**src/rtl/sbio_pkg.sv**
```systemverilog
// Purpose: Constants and types shared by the six-bit I/O port
// Assumes: Byte-wide register port, one register per address
// Notes:   Reset values are the power-on settings of the port
package sbio_pkg;

    // ************************************************************
    // Widths
    // ************************************************************
    localparam int PIN_COUNT     = 6;
    localparam int ADDR_W        = 4;
    localparam int DATA_W        = 8;
    localparam int RESET_PIN_IDX = 3;

    typedef logic [ADDR_W-1:0]    sbio_addr_type;
    typedef logic [DATA_W-1:0]    sbio_data_type;
    typedef logic [PIN_COUNT-1:0] sbio_pins_type;

    // ************************************************************
    // Register offsets
    // ************************************************************
    localparam sbio_addr_type OFF_PIN_LEVEL = 4'h0;
    localparam sbio_addr_type OFF_LATCH     = 4'h1;
    localparam sbio_addr_type OFF_DIRECTION = 4'h2;
    localparam sbio_addr_type OFF_ANALOG    = 4'h3;
    localparam sbio_addr_type OFF_DRAIN     = 4'h4;
    localparam sbio_addr_type OFF_SLEW      = 4'h5;
    localparam sbio_addr_type OFF_THRESHOLD = 4'h6;
    localparam sbio_addr_type OFF_PULLUP    = 4'h7;
    localparam sbio_addr_type OFF_PIN_SEL   = 4'h8;
    localparam sbio_addr_type OFF_PIN_SET   = 4'h9;
    localparam sbio_addr_type OFF_PIN_CLR   = 4'ha;

    // ************************************************************
    // Reset values
    // ************************************************************
    localparam sbio_pins_type RST_LATCH     = 6'h00;
    localparam sbio_pins_type RST_DIRECTION = 6'h3f;
    localparam sbio_pins_type RST_ANALOG    = 6'h3f;
    localparam sbio_pins_type RST_DRAIN     = 6'h00;
    localparam sbio_pins_type RST_SLEW      = 6'h3f;
    localparam sbio_pins_type RST_THRESHOLD = 6'h3f;
    localparam sbio_pins_type RST_PULLUP    = 6'h00;
    localparam sbio_pins_type RST_PIN_SEL   = 6'h00;
    localparam sbio_data_type RST_RDATA     = 8'h00;
    localparam sbio_data_type READ_ZERO     = 8'h00;

endpackage

```
**src/rtl/sbio_pad_if.sv**
```systemverilog
// Purpose: Carries pin settings from the registers to the pad drivers
// Assumes: All signals on the system clock
// Notes:   Pad side is purely combinational
`timescale 1ns/1ps
interface sbio_pad_if;
    sbio_pkg::sbio_pins_type direction;
    sbio_pkg::sbio_pins_type latch;
    sbio_pkg::sbio_pins_type drain;
    sbio_pkg::sbio_pins_type pullup_en;
    sbio_pkg::sbio_pins_type pin_sel;
    sbio_pkg::sbio_pins_type periph_data;
    sbio_pkg::sbio_pins_type twi_own;
    sbio_pkg::sbio_pins_type analog_out_en;
    logic                    reset_pin_enable;
    sbio_pkg::sbio_pins_type pad_out;
    sbio_pkg::sbio_pins_type pad_oe;
    sbio_pkg::sbio_pins_type pad_pullup;

    modport regs (
        output direction, latch, drain, pullup_en, pin_sel, periph_data,
        output twi_own, analog_out_en, reset_pin_enable,
        input  pad_out, pad_oe, pad_pullup
    );
    modport pad (
        input  direction, latch, drain, pullup_en, pin_sel, periph_data,
        input  twi_own, analog_out_en, reset_pin_enable,
        output pad_out, pad_oe, pad_pullup
    );
endinterface

```
**src/rtl/sbio_sync.sv**
```systemverilog
// Purpose: Two-stage synchroniser for pin levels
// Assumes: Inputs asynchronous to clk
// Notes:   First stage feeds only the second stage
`timescale 1ns/1ps
module sbio_sync #(
    parameter int WIDTH = 6
) (
    // Clock and reset
    input  wire logic             clk,
    input  wire logic             rst_b,
    // Data
    input  wire logic [WIDTH-1:0] async_in,
    output logic      [WIDTH-1:0] sync_out
);
    logic [WIDTH-1:0] meta_reg;

    always_ff @(posedge clk) begin
        if (!rst_b) begin
            meta_reg <= '0;
            sync_out <= '0;
        end else begin
            meta_reg <= async_in;
            sync_out <= meta_reg;
        end
    end
endmodule // sbio_sync

```
**src/rtl/sbio_pad_ctrl.sv**
```systemverilog
// Purpose: Per-pin output source, driver and pull-up control
// Assumes: Settings already registered by the port
// Notes:   Open-drain releases the pin for a high level
`timescale 1ns/1ps
module sbio_pad_ctrl (
    // Settings and pad controls
    sbio_pad_if.pad pads
);
    for (genvar i = 0; i < sbio_pkg::PIN_COUNT; i++) begin : g_pin
        // Peripheral or two-wire owner replaces the latch
        wire use_periph = pads.pin_sel[i] | pads.twi_own[i];
        wire source     = use_periph ? pads.periph_data[i]
                                     : pads.latch[i];
        wire open_drain = pads.drain[i] | pads.twi_own[i];
        // Direction one or analog output releases the driver
        wire drive_en   = ~pads.direction[i]
                        & ~pads.analog_out_en[i];
        wire force_pu   = (i == sbio_pkg::RESET_PIN_IDX)
                        & pads.reset_pin_enable;

        assign pads.pad_oe[i]     = drive_en & (~open_drain | ~source);
        assign pads.pad_out[i]    = ~open_drain & source;
        assign pads.pad_pullup[i] = (pads.pullup_en[i] & pads.direction[i])
                                  | force_pu;
    end
endmodule // sbio_pad_ctrl

```
**src/rtl/sbio_port.sv**
```systemverilog
// Purpose: Six-bit general-purpose I/O port with per-pin controls
// Assumes: Pad cell applies pull-up, slew and threshold settings
// Notes:   Pin levels pass a two-stage synchroniser before reads
//
// Overview of operation
// - Six pins, each with own controls
// - Direction one turns the driver off
// - Direction zero drives the latch value
// - Pin register reads pins, writes latch
// - Latch write equals pin write; reads latch
// - Latch holds the newest written value
// - Set and clear writes are read-modify-write; port writes replace all bits
// - Analog select blocks input, reads zero
// - Analog select leaves digital output alone
// - Analog select resets to analog mode
// - Latch is the default output source
// - Analog inputs live; digital outputs still drive
// - Analog output forces the driver off
// - Peripheral owns output; level still readable
// - Direction governs drivers on analog pins
// - Open-drain sinks only; else push-pull
// - Two-wire owner makes pin open-drain
// - Slew bit limits edge rate
// - Threshold select picks Schmitt or TTL
// - Per-pin weak pull-up enable
// - Pull-up off while pin drives
// - Reset-pin function forces pin three pull-up
`timescale 1ns/1ps
module sbio_port (
    // Clock and reset
    input  wire logic                    clk,
    input  wire logic                    rst_b,
    // Register port
    input  wire sbio_pkg::sbio_addr_type reg_addr,
    input  wire sbio_pkg::sbio_data_type reg_wdata,
    input  wire logic                    reg_wr,
    input  wire logic                    reg_rd,
    output sbio_pkg::sbio_data_type      reg_rdata,
    // On-chip peripherals
    input  wire sbio_pkg::sbio_pins_type periph_data,
    input  wire sbio_pkg::sbio_pins_type twi_own,
    input  wire sbio_pkg::sbio_pins_type analog_out_en,
    input  wire logic                    reset_pin_enable,
    output sbio_pkg::sbio_pins_type      digital_in,
    // Pads
    input  wire sbio_pkg::sbio_pins_type pad_in,
    output sbio_pkg::sbio_pins_type      pad_out,
    output sbio_pkg::sbio_pins_type      pad_oe,
    output sbio_pkg::sbio_pins_type      pad_pullup,
    output sbio_pkg::sbio_pins_type      pad_slew_limit,
    output sbio_pkg::sbio_pins_type      pad_schmitt,
    output sbio_pkg::sbio_pins_type      pad_in_enable
);

    // ************************************************************
    // Address decode
    // ************************************************************
    function automatic logic hit(input sbio_pkg::sbio_addr_type addr,
                                 input sbio_pkg::sbio_addr_type off);
        hit = (addr == off);
    endfunction

    wire wr_pin   = reg_wr & hit(reg_addr, sbio_pkg::OFF_PIN_LEVEL);
    wire wr_latch = reg_wr & hit(reg_addr, sbio_pkg::OFF_LATCH);
    wire wr_dir   = reg_wr & hit(reg_addr, sbio_pkg::OFF_DIRECTION);
    wire wr_ana   = reg_wr & hit(reg_addr, sbio_pkg::OFF_ANALOG);
    wire wr_drain = reg_wr & hit(reg_addr, sbio_pkg::OFF_DRAIN);
    wire wr_slew  = reg_wr & hit(reg_addr, sbio_pkg::OFF_SLEW);
    wire wr_thr   = reg_wr & hit(reg_addr, sbio_pkg::OFF_THRESHOLD);
    wire wr_pu    = reg_wr & hit(reg_addr, sbio_pkg::OFF_PULLUP);
    wire wr_psel  = reg_wr & hit(reg_addr, sbio_pkg::OFF_PIN_SEL);
    wire wr_set   = reg_wr & hit(reg_addr, sbio_pkg::OFF_PIN_SET);
    wire wr_clr   = reg_wr & hit(reg_addr, sbio_pkg::OFF_PIN_CLR);

    // ************************************************************
    // Registers
    // ************************************************************
    sbio_pkg::sbio_pins_type output_latch_reg;
    sbio_pkg::sbio_pins_type direction_reg;
    sbio_pkg::sbio_pins_type analog_select_reg;
    sbio_pkg::sbio_pins_type drain_mode_reg;
    sbio_pkg::sbio_pins_type slew_limit_reg;
    sbio_pkg::sbio_pins_type threshold_select_reg;
    sbio_pkg::sbio_pins_type pullup_enable_reg;
    sbio_pkg::sbio_pins_type peripheral_pin_select_reg;
    sbio_pkg::sbio_data_type rdata_reg;

    sbio_pkg::sbio_pins_type output_latch_next;
    sbio_pkg::sbio_pins_type direction_next;
    sbio_pkg::sbio_pins_type analog_select_next;
    sbio_pkg::sbio_pins_type drain_mode_next;
    sbio_pkg::sbio_pins_type slew_limit_next;
    sbio_pkg::sbio_pins_type threshold_select_next;
    sbio_pkg::sbio_pins_type pullup_enable_next;
    sbio_pkg::sbio_pins_type peripheral_pin_select_next;
    sbio_pkg::sbio_data_type rdata_next;

    // ************************************************************
    // Pin sampling
    // ************************************************************
    sbio_pkg::sbio_pins_type pin_sync;
    sbio_pkg::sbio_pins_type pin_read;

    sbio_sync #(
        .WIDTH (sbio_pkg::PIN_COUNT)
    ) u_pin_sync (
        .clk      (clk),
        .rst_b    (rst_b),
        .async_in (pad_in),
        .sync_out (pin_sync)
    );

    // Analog pins read zero; pads already apply the threshold
    assign pin_read      = pin_sync & ~analog_select_reg;
    assign digital_in    = pin_read;
    assign pad_in_enable = ~analog_select_reg;
    assign pad_schmitt   = threshold_select_reg;
    assign pad_slew_limit = slew_limit_reg;

    // ************************************************************
    // Next values
    // ************************************************************
    // Whole-port writes replace every bit; set and clear keep the rest
    // from the pins, so analog pins come back as zero.
    wire [sbio_pkg::PIN_COUNT-1:0] wdata_pins =
        reg_wdata[sbio_pkg::PIN_COUNT-1:0];

    assign output_latch_next =
        (wr_pin | wr_latch) ? wdata_pins :
        wr_set              ? (pin_read | wdata_pins) :
        wr_clr              ? (pin_read & ~wdata_pins) :
                              output_latch_reg;
    assign direction_next        = wr_dir   ? wdata_pins : direction_reg;
    assign analog_select_next    = wr_ana   ? wdata_pins : analog_select_reg;
    assign drain_mode_next       = wr_drain ? wdata_pins : drain_mode_reg;
    assign slew_limit_next       = wr_slew  ? wdata_pins : slew_limit_reg;
    assign threshold_select_next = wr_thr   ? wdata_pins : threshold_select_reg;
    assign pullup_enable_next    = wr_pu    ? wdata_pins : pullup_enable_reg;
    assign peripheral_pin_select_next =
        wr_psel ? wdata_pins : peripheral_pin_select_reg;

    // Read mux; unmapped addresses read zero
    wire sbio_pkg::sbio_pins_type read_mux =
        hit(reg_addr, sbio_pkg::OFF_PIN_LEVEL) ? pin_read :
        hit(reg_addr, sbio_pkg::OFF_LATCH)     ? output_latch_reg :
        hit(reg_addr, sbio_pkg::OFF_DIRECTION) ? direction_reg :
        hit(reg_addr, sbio_pkg::OFF_ANALOG)    ? analog_select_reg :
        hit(reg_addr, sbio_pkg::OFF_DRAIN)     ? drain_mode_reg :
        hit(reg_addr, sbio_pkg::OFF_SLEW)      ? slew_limit_reg :
        hit(reg_addr, sbio_pkg::OFF_THRESHOLD) ? threshold_select_reg :
        hit(reg_addr, sbio_pkg::OFF_PULLUP)    ? pullup_enable_reg :
        hit(reg_addr, sbio_pkg::OFF_PIN_SEL)   ? peripheral_pin_select_reg :
                                                 '0;

    assign rdata_next = reg_rd
        ? {{(sbio_pkg::DATA_W - sbio_pkg::PIN_COUNT){1'b0}}, read_mux}
        : sbio_pkg::READ_ZERO;

    // ************************************************************
    // State
    // ************************************************************
    always_ff @(posedge clk) begin
        if (!rst_b) begin
            output_latch_reg          <= sbio_pkg::RST_LATCH;
            direction_reg             <= sbio_pkg::RST_DIRECTION;
            analog_select_reg         <= sbio_pkg::RST_ANALOG;
            drain_mode_reg            <= sbio_pkg::RST_DRAIN;
            slew_limit_reg            <= sbio_pkg::RST_SLEW;
            threshold_select_reg      <= sbio_pkg::RST_THRESHOLD;
            pullup_enable_reg         <= sbio_pkg::RST_PULLUP;
            peripheral_pin_select_reg <= sbio_pkg::RST_PIN_SEL;
            rdata_reg                 <= sbio_pkg::RST_RDATA;
        end else begin
            output_latch_reg          <= output_latch_next;
            direction_reg             <= direction_next;
            analog_select_reg         <= analog_select_next;
            drain_mode_reg            <= drain_mode_next;
            slew_limit_reg            <= slew_limit_next;
            threshold_select_reg      <= threshold_select_next;
            pullup_enable_reg         <= pullup_enable_next;
            peripheral_pin_select_reg <= peripheral_pin_select_next;
            rdata_reg                 <= rdata_next;
        end
    end

    assign reg_rdata = rdata_reg;

    // ************************************************************
    // Pad drivers
    // ************************************************************
    sbio_pad_if pads ();

    // Analog select is not routed to the drivers at all
    assign pads.direction        = direction_reg;
    assign pads.latch            = output_latch_reg;
    assign pads.drain            = drain_mode_reg;
    assign pads.pullup_en        = pullup_enable_reg;
    assign pads.pin_sel          = peripheral_pin_select_reg;
    assign pads.periph_data      = periph_data;
    assign pads.twi_own          = twi_own;
    assign pads.analog_out_en    = analog_out_en;
    assign pads.reset_pin_enable = reset_pin_enable;

    sbio_pad_ctrl u_pad_ctrl (
        .pads (pads.pad)
    );

    assign pad_out    = pads.pad_out;
    assign pad_oe     = pads.pad_oe;
    assign pad_pullup = pads.pad_pullup;

    // ************************************************************
    // Checks
    // ************************************************************
    wire sbio_pkg::sbio_pins_type plain_out =
        ~direction_reg & ~drain_mode_reg & ~analog_out_en
        & ~peripheral_pin_select_reg & ~twi_own;
    wire sbio_pkg::sbio_pins_type od_mask = drain_mode_reg | twi_own;
    wire sbio_pkg::sbio_pins_type pu_force =
        reset_pin_enable ? sbio_pkg::sbio_pins_type'(1 << sbio_pkg::RESET_PIN_IDX)
                         : '0;

    a_dir_input_off: assert property (
        @(posedge clk) disable iff (!rst_b)
        (pad_oe & direction_reg) == '0)
        else $error("driver on for an input pin");

    a_out_drives_latch: assert property (
        @(posedge clk) disable iff (!rst_b)
        ((pad_oe & plain_out) == plain_out)
        && ((pad_out & plain_out) == (output_latch_reg & plain_out)))
        else $error("output pin not driving latch");

    a_pin_read_level: assert property (
        @(posedge clk) disable iff (!rst_b)
        reg_rd && reg_addr == sbio_pkg::OFF_PIN_LEVEL
        |=> reg_rdata[sbio_pkg::PIN_COUNT-1:0] == $past(pin_read))
        else $error("pin read wrong");

    a_latch_read_back: assert property (
        @(posedge clk) disable iff (!rst_b)
        reg_rd && reg_addr == sbio_pkg::OFF_LATCH
        |=> reg_rdata[sbio_pkg::PIN_COUNT-1:0] == $past(output_latch_reg))
        else $error("latch read wrong");

    a_write_to_latch: assert property (
        @(posedge clk) disable iff (!rst_b)
        reg_wr && (reg_addr == sbio_pkg::OFF_PIN_LEVEL
                   || reg_addr == sbio_pkg::OFF_LATCH)
        |=> output_latch_reg == $past(reg_wdata[sbio_pkg::PIN_COUNT-1:0]))
        else $error("latch missed write");

    a_rmw_set_bits: assert property (
        @(posedge clk) disable iff (!rst_b)
        reg_wr && reg_addr == sbio_pkg::OFF_PIN_SET
        |=> output_latch_reg
            == ($past(pin_read) | $past(reg_wdata[sbio_pkg::PIN_COUNT-1:0])))
        else $error("set not read-modify-write");

    a_analog_reads_zero: assert property (
        @(posedge clk) disable iff (!rst_b)
        ((digital_in & analog_select_reg) == '0)
        && ((pad_in_enable & analog_select_reg) == '0))
        else $error("analog pin read as digital");

    a_reset_defaults: assert property (
        @(posedge clk)
        !rst_b |=> analog_select_reg == sbio_pkg::RST_ANALOG
                   && peripheral_pin_select_reg == sbio_pkg::RST_PIN_SEL)
        else $error("reset defaults wrong");

    a_analog_out_hiz: assert property (
        @(posedge clk) disable iff (!rst_b)
        (pad_oe & analog_out_en) == '0)
        else $error("driver on under analog output");

    a_open_drain_sink: assert property (
        @(posedge clk) disable iff (!rst_b)
        (pad_oe & pad_out & od_mask) == '0)
        else $error("open-drain pin sourcing");

    a_pullup_when_out: assert property (
        @(posedge clk) disable iff (!rst_b)
        (pad_pullup & ~direction_reg & ~pu_force) == '0)
        else $error("pull-up on an output");

    a_reset_pin_pu: assert property (
        @(posedge clk) disable iff (!rst_b)
        reset_pin_enable |-> pad_pullup[sbio_pkg::RESET_PIN_IDX])
        else $error("pin three pull-up off");

    // ************************************************************
    // Latch, direction, source, pull-up, read and sampling checks
    // ************************************************************
    a_rmw_clear_bits: assert property (
        @(posedge clk) disable iff (!rst_b)
        reg_wr && reg_addr == sbio_pkg::OFF_PIN_CLR
        |=> output_latch_reg
            == ($past(pin_read) & ~$past(wdata_pins)))
        else $error("clear not read-modify-write");

    // Only the four latch writes may move it
    a_latch_holds: assert property (
        @(posedge clk) disable iff (!rst_b)
        !(wr_pin || wr_latch || wr_set || wr_clr)
        |=> $stable(output_latch_reg))
        else $error("latch changed without a write");

    a_dir_write_lands: assert property (
        @(posedge clk) disable iff (!rst_b)
        wr_dir
        |=> direction_reg == $past(wdata_pins))
        else $error("direction write lost");

    a_periph_drives_pin: assert property (
        @(posedge clk) disable iff (!rst_b)
        ((pad_out ^ periph_data) & peripheral_pin_select_reg & ~od_mask)
            == '0)
        else $error("peripheral pin not driving its data");

    a_twi_sinks_low: assert property (
        @(posedge clk) disable iff (!rst_b)
        (twi_own & ~periph_data & ~direction_reg & ~analog_out_en & ~pad_oe)
            == '0)
        else $error("two-wire pin not sinking");

    a_pullup_on_input: assert property (
        @(posedge clk) disable iff (!rst_b)
        (pullup_enable_reg & direction_reg & ~pad_pullup)
            == '0)
        else $error("pull-up missing on an input");

    a_read_idle_zero: assert property (
        @(posedge clk) disable iff (!rst_b)
        !reg_rd
        |=> reg_rdata == sbio_pkg::READ_ZERO)
        else $error("read data not dropped");

    // Two edges from pad to read, both stages out of reset
    a_pin_two_stages: assert property (
        @(posedge clk) disable iff (!rst_b)
        $past(rst_b) && $past(rst_b, 2)
        |-> pin_sync == $past(pad_in, 2))
        else $error("pin level not two stages late");

endmodule // sbio_port

```
**config.mk**
```make
export PLATFORM = sky130hd
export DESIGN_NAME = sbio_port
export DESIGN_NICKNAME = d
export VERILOG_FILES = /design/src/rtl/sbio_pkg.sv /design/src/rtl/sbio_pad_if.sv /design/src/rtl/sbio_sync.sv /design/src/rtl/sbio_pad_ctrl.sv /design/src/rtl/sbio_port.sv
export SDC_FILE = /design/constraint.sdc
export NUM_CORES = 1
export LEC_CHECK = 0
export BUFFER_PORTS_ARGS = -buffer_cell sky130_fd_sc_hd__buf_2
export CAP_MARGIN = 20
export CELL_PAD_IN_SITES_DETAIL_PLACEMENT = 1
export CELL_PAD_IN_SITES_GLOBAL_PLACEMENT = 2
export CORE_UTILIZATION = 31
export CTS_CLUSTER_DIAMETER = 80
export CTS_CLUSTER_SIZE = 28
export DETAILED_ROUTE_END_ITERATION = 16
export GPL_TIMING_DRIVEN = 0
export PLACE_DENSITY_LB_ADDON = 0.1
export SETUP_SLACK_MARGIN = 0.5
export SLEW_MARGIN = 20
export SYNTH_ARGS = -nofsm -noshare
export SYNTH_HDL_FRONTEND = slang
export SYNTH_SLANG_ARGS = --single-unit
```
**constraint.sdc**
```tcl
create_clock -name clk -period 1.8 [get_ports clk]
set_input_delay 0.18 -clock clk [delete_from_list [all_inputs] [get_ports clk]]
set_output_delay 0.18 -clock clk [all_outputs]
set_load 0.05 [all_outputs]
```
==> results.md <==
* Status: finished clean
* Final Util at 0.457
* Initial Util at 0.324
* Tot Pwr at 3.48 mW
* Hold Path Stages at 2
* Nets@finish at 531
* CP Class: register to output port
* Total CTS buffers at 9
* Total GRT Usage at 0.224
* Seq/Total Area, Yosys at 0.390
* Fill cell count at 1259
* Iter 0 DRT Violations at 113
* CP top delay family: flip-flops
* Number of max-cap violations at 0
* WHS Endpoint: u_pin_sync.meta_reg[0]
* DRT Pass-1 Iters at 4
* FF+latch count, synth at 66
* DRT antenna net count at 0
* Slowest-stage cell, CP: dfxtp_2
* Vias/cell at 5.12
* Gpl congestion at 0.760
* Post-synth EDFFs at 0
* GR Overflow Total at 0
* Peak supply drop at 0.316 mV
* Final Setup Violations at 0
* Clock-pin slew on the worst setup and hold paths at 0.08 ns
* Min-Delay Path Class: input port to register
* Synthesized area at 3390 um^2
* Pins Over Slew Limit at 0
* # DRC at 0
* H-tree depth at 3
* TritonCTS clock tree: built
* Die width at 107 um
* Design area at 4780 um^2
* Minimum clock period at 1.47 ns
* Die Area at 11300 um^2
* Critical Path RT at 1.62 ns
* Flop2flop setup slack at 0.53 ns
* Cell with the most instances after synthesis: dfxtp_1
* Slew headroom at 0.513
* IO Port Bufs at 76
* Total power divided by cell area at 728 nW/um^2
* Site row count at 37
* Critical R2R Capture: reg_rdata[3]
* Async set-reset flop share out of synthesis at 0
* CP endpoint kind: output port
* Leak pwr at 2.15 nW
* Vias in the first global route at 3333
* Vias at 3229
* First-pass GRT wire length at 18600 um
* Largest net degree at the start of global routing at 12
* DP Area at 4050 um^2
* Buf/Inv on CP at 1
* Critical Path Max Stage Delay at 0.34 ns
* Worst r2r path cells at 4
* Tcrit/Tclk final at 0.815
* WL per Instance at 19.1 um
* Layout cells sized above 1 at 0.412
* Yosys cell types at 40
* Worst Path Max Fanout at 3
* Critical path arrival at 1.29 ns
* Reg2reg start: pads.pullup_en[3]
* Skew-Pair Late Insertion Delay at 0.36 ns
* Fin. Hold Viols at 0
* HPWL Detailed at 8500 um
* Post-synth top flop: dfxtp_1
* Core area at 10500 um^2
* Clock Path Buffers at 2
* Clock Sinks at 66
* Largest area contributor in the netlist: dfxtp_1
* Final worst slack at 0.332 ns
* Initial antenna violation count at 0
* CP Cell Sequence: nand2b_4 > a211oi_2 > buf_6
* CTS Root Cell: clkbuf_8
* WL final at 12100 um
* Least-Margin Pin Slew at 0.731 ns
* Die Height at 107 um
* Antenna Cells at 0
* Leading cell types by count after synthesis: dfxtp_1 (66), nand2_1 (49), mux2i_1 (42)
* Area delta synth->final at 41.2%
* Final Skew at 0.0122 ns
* YS warnings at 0
* CTS Hold Bufs at 0
* Syn Area/Cell at 8.84 um^2
* Max Fclk at 681 MHz
* Yosys top cell area share at 0.390
* IO Pins at 91
* HP Start: pad_in[0]
* Gate Count Post-Synth at 383
* RSZ-0062 raised after global routing: true
* Ranking of synthesized cells by area: dfxtp_1 (39%), mux2i_1 (12%), nand2_1 (5.4%)
* Crit path launch type: register
* Post-placement worst setup slack at -0.185 ns
cells in the final DEF (no fill, tap or decap), types with 4 or more instances in the layout:
master    count
a21o_1        7
nor3b_1       6
nand2_2       8
dfxtp_1      36
dfxtp_2      22
nand2b_1      4
nand3_1      18
nand2b_4      6
o22ai_1       6
o21ai_0      18
o21ai_1       4
nor2b_1      13
a21boi_0      6
o21a_1        6
dfxtp_4       8
nor2_2        4
a32oi_1       6
buf_4        19
mux2i_1      42
clkbuf_8     10
a211oi_2      5
clkbuf_1     17
o211a_1       6
a221oi_1     10
buf_8         6
buf_6        28
buf_2        56
a21oi_1       6
and2_4        5
inv_1        11
a21oi_2       6
nand2_1      42
a211o_1       6
and2_1       13
how the worst max path moves through the flow:
stage,depth (start not counted),slack [ns],startpoint,endpoint
floorplan,6,0.41,reg_addr[3],output_latch_reg[0]
global placement,5,-0.17,reg_addr[1],reg_rdata[2]
detailed placement,5,-0.19,reg_addr[1],reg_rdata[2]
CTS,3,0.35,direction_reg[2],pad_oe[2]
global route,3,0.28,pads.pin_sel[5],pad_out[5]
finish,3,0.33,pads.pin_sel[5],pad_out[5]
worst reg2reg max path, cell delays in order, from the launching register on:
cell and delay [ns]:
dfxtp_1 0.37, mux2i_1 0.10, a21o_1 0.19, a221oi_1 0.39, o21a_1 0.17
per-stage QoR:
step / cells / hold slack (ns) / setup TNS [ns]
4_1_cts: 628 / 0.0154 / 0
3_5_place_dp: 596 / 0.391 / -0.910
2_1_floorplan: 384 / 0.307 / 0
5_1_grt: 631 / 0.0177 / 0
6_report: 631 / 0.0283 / 0
3_3_place_gp: 596 / 0.386 / -0.877
power by group:
part           total (mW)  internal (mW)  switching [mW]
Combinational       0.535          0.198           0.336
Sequential           1.53           1.49          0.0366
Clock                1.42          0.813           0.602
metal layers:
metal	wire, um	GRT usage
met1	5470	0.285
met2	5850	0.381
met3	614	0.0405
met4	123	0.0705
met5	0	0
logic make-up after synthesis:
group | Yosys count | share of synthesized area
buffers and inverters | 44 | 0.0610
other | 1 | 0.00111
AOI/OAI and AO/OA | 97 | 0.199
xor gates and xnor gates | 1 | 0.00480
and+or+nand+nor | 132 | 0.219
muxes | 42 | 0.124
DFF | 66 | 0.390
what timing repair did:
| item | 4_1_cts | 5_1_grt |
|---|---|---|
| pin swaps | 17 | 2 |
| gates resized for setup | 103 | 26 |
| gates cloned | 0 | 0 |
| setup buffers | 16 | 3 |
| endpoints found under the setup margin | 30 | 46 |
layout make-up:
cell class / count / area (um^2) / share of cell area
Clock inverter: 5 / 77.6 / 0.0162
Inverter: 12 / 45.0 / 0.00942
Sequential cell: 66 / 1380 / 0.288
Clock buffer: 11 / 141 / 0.0296
Tap cell: 136 / 170 / 0.0356
Timing Repair Buffer: 95 / 714 / 0.149
Multi-Input combinational cell: 274 / 2070 / 0.433
Buffer: 32 / 183 / 0.0382
(Power assumes the default switching activity.)
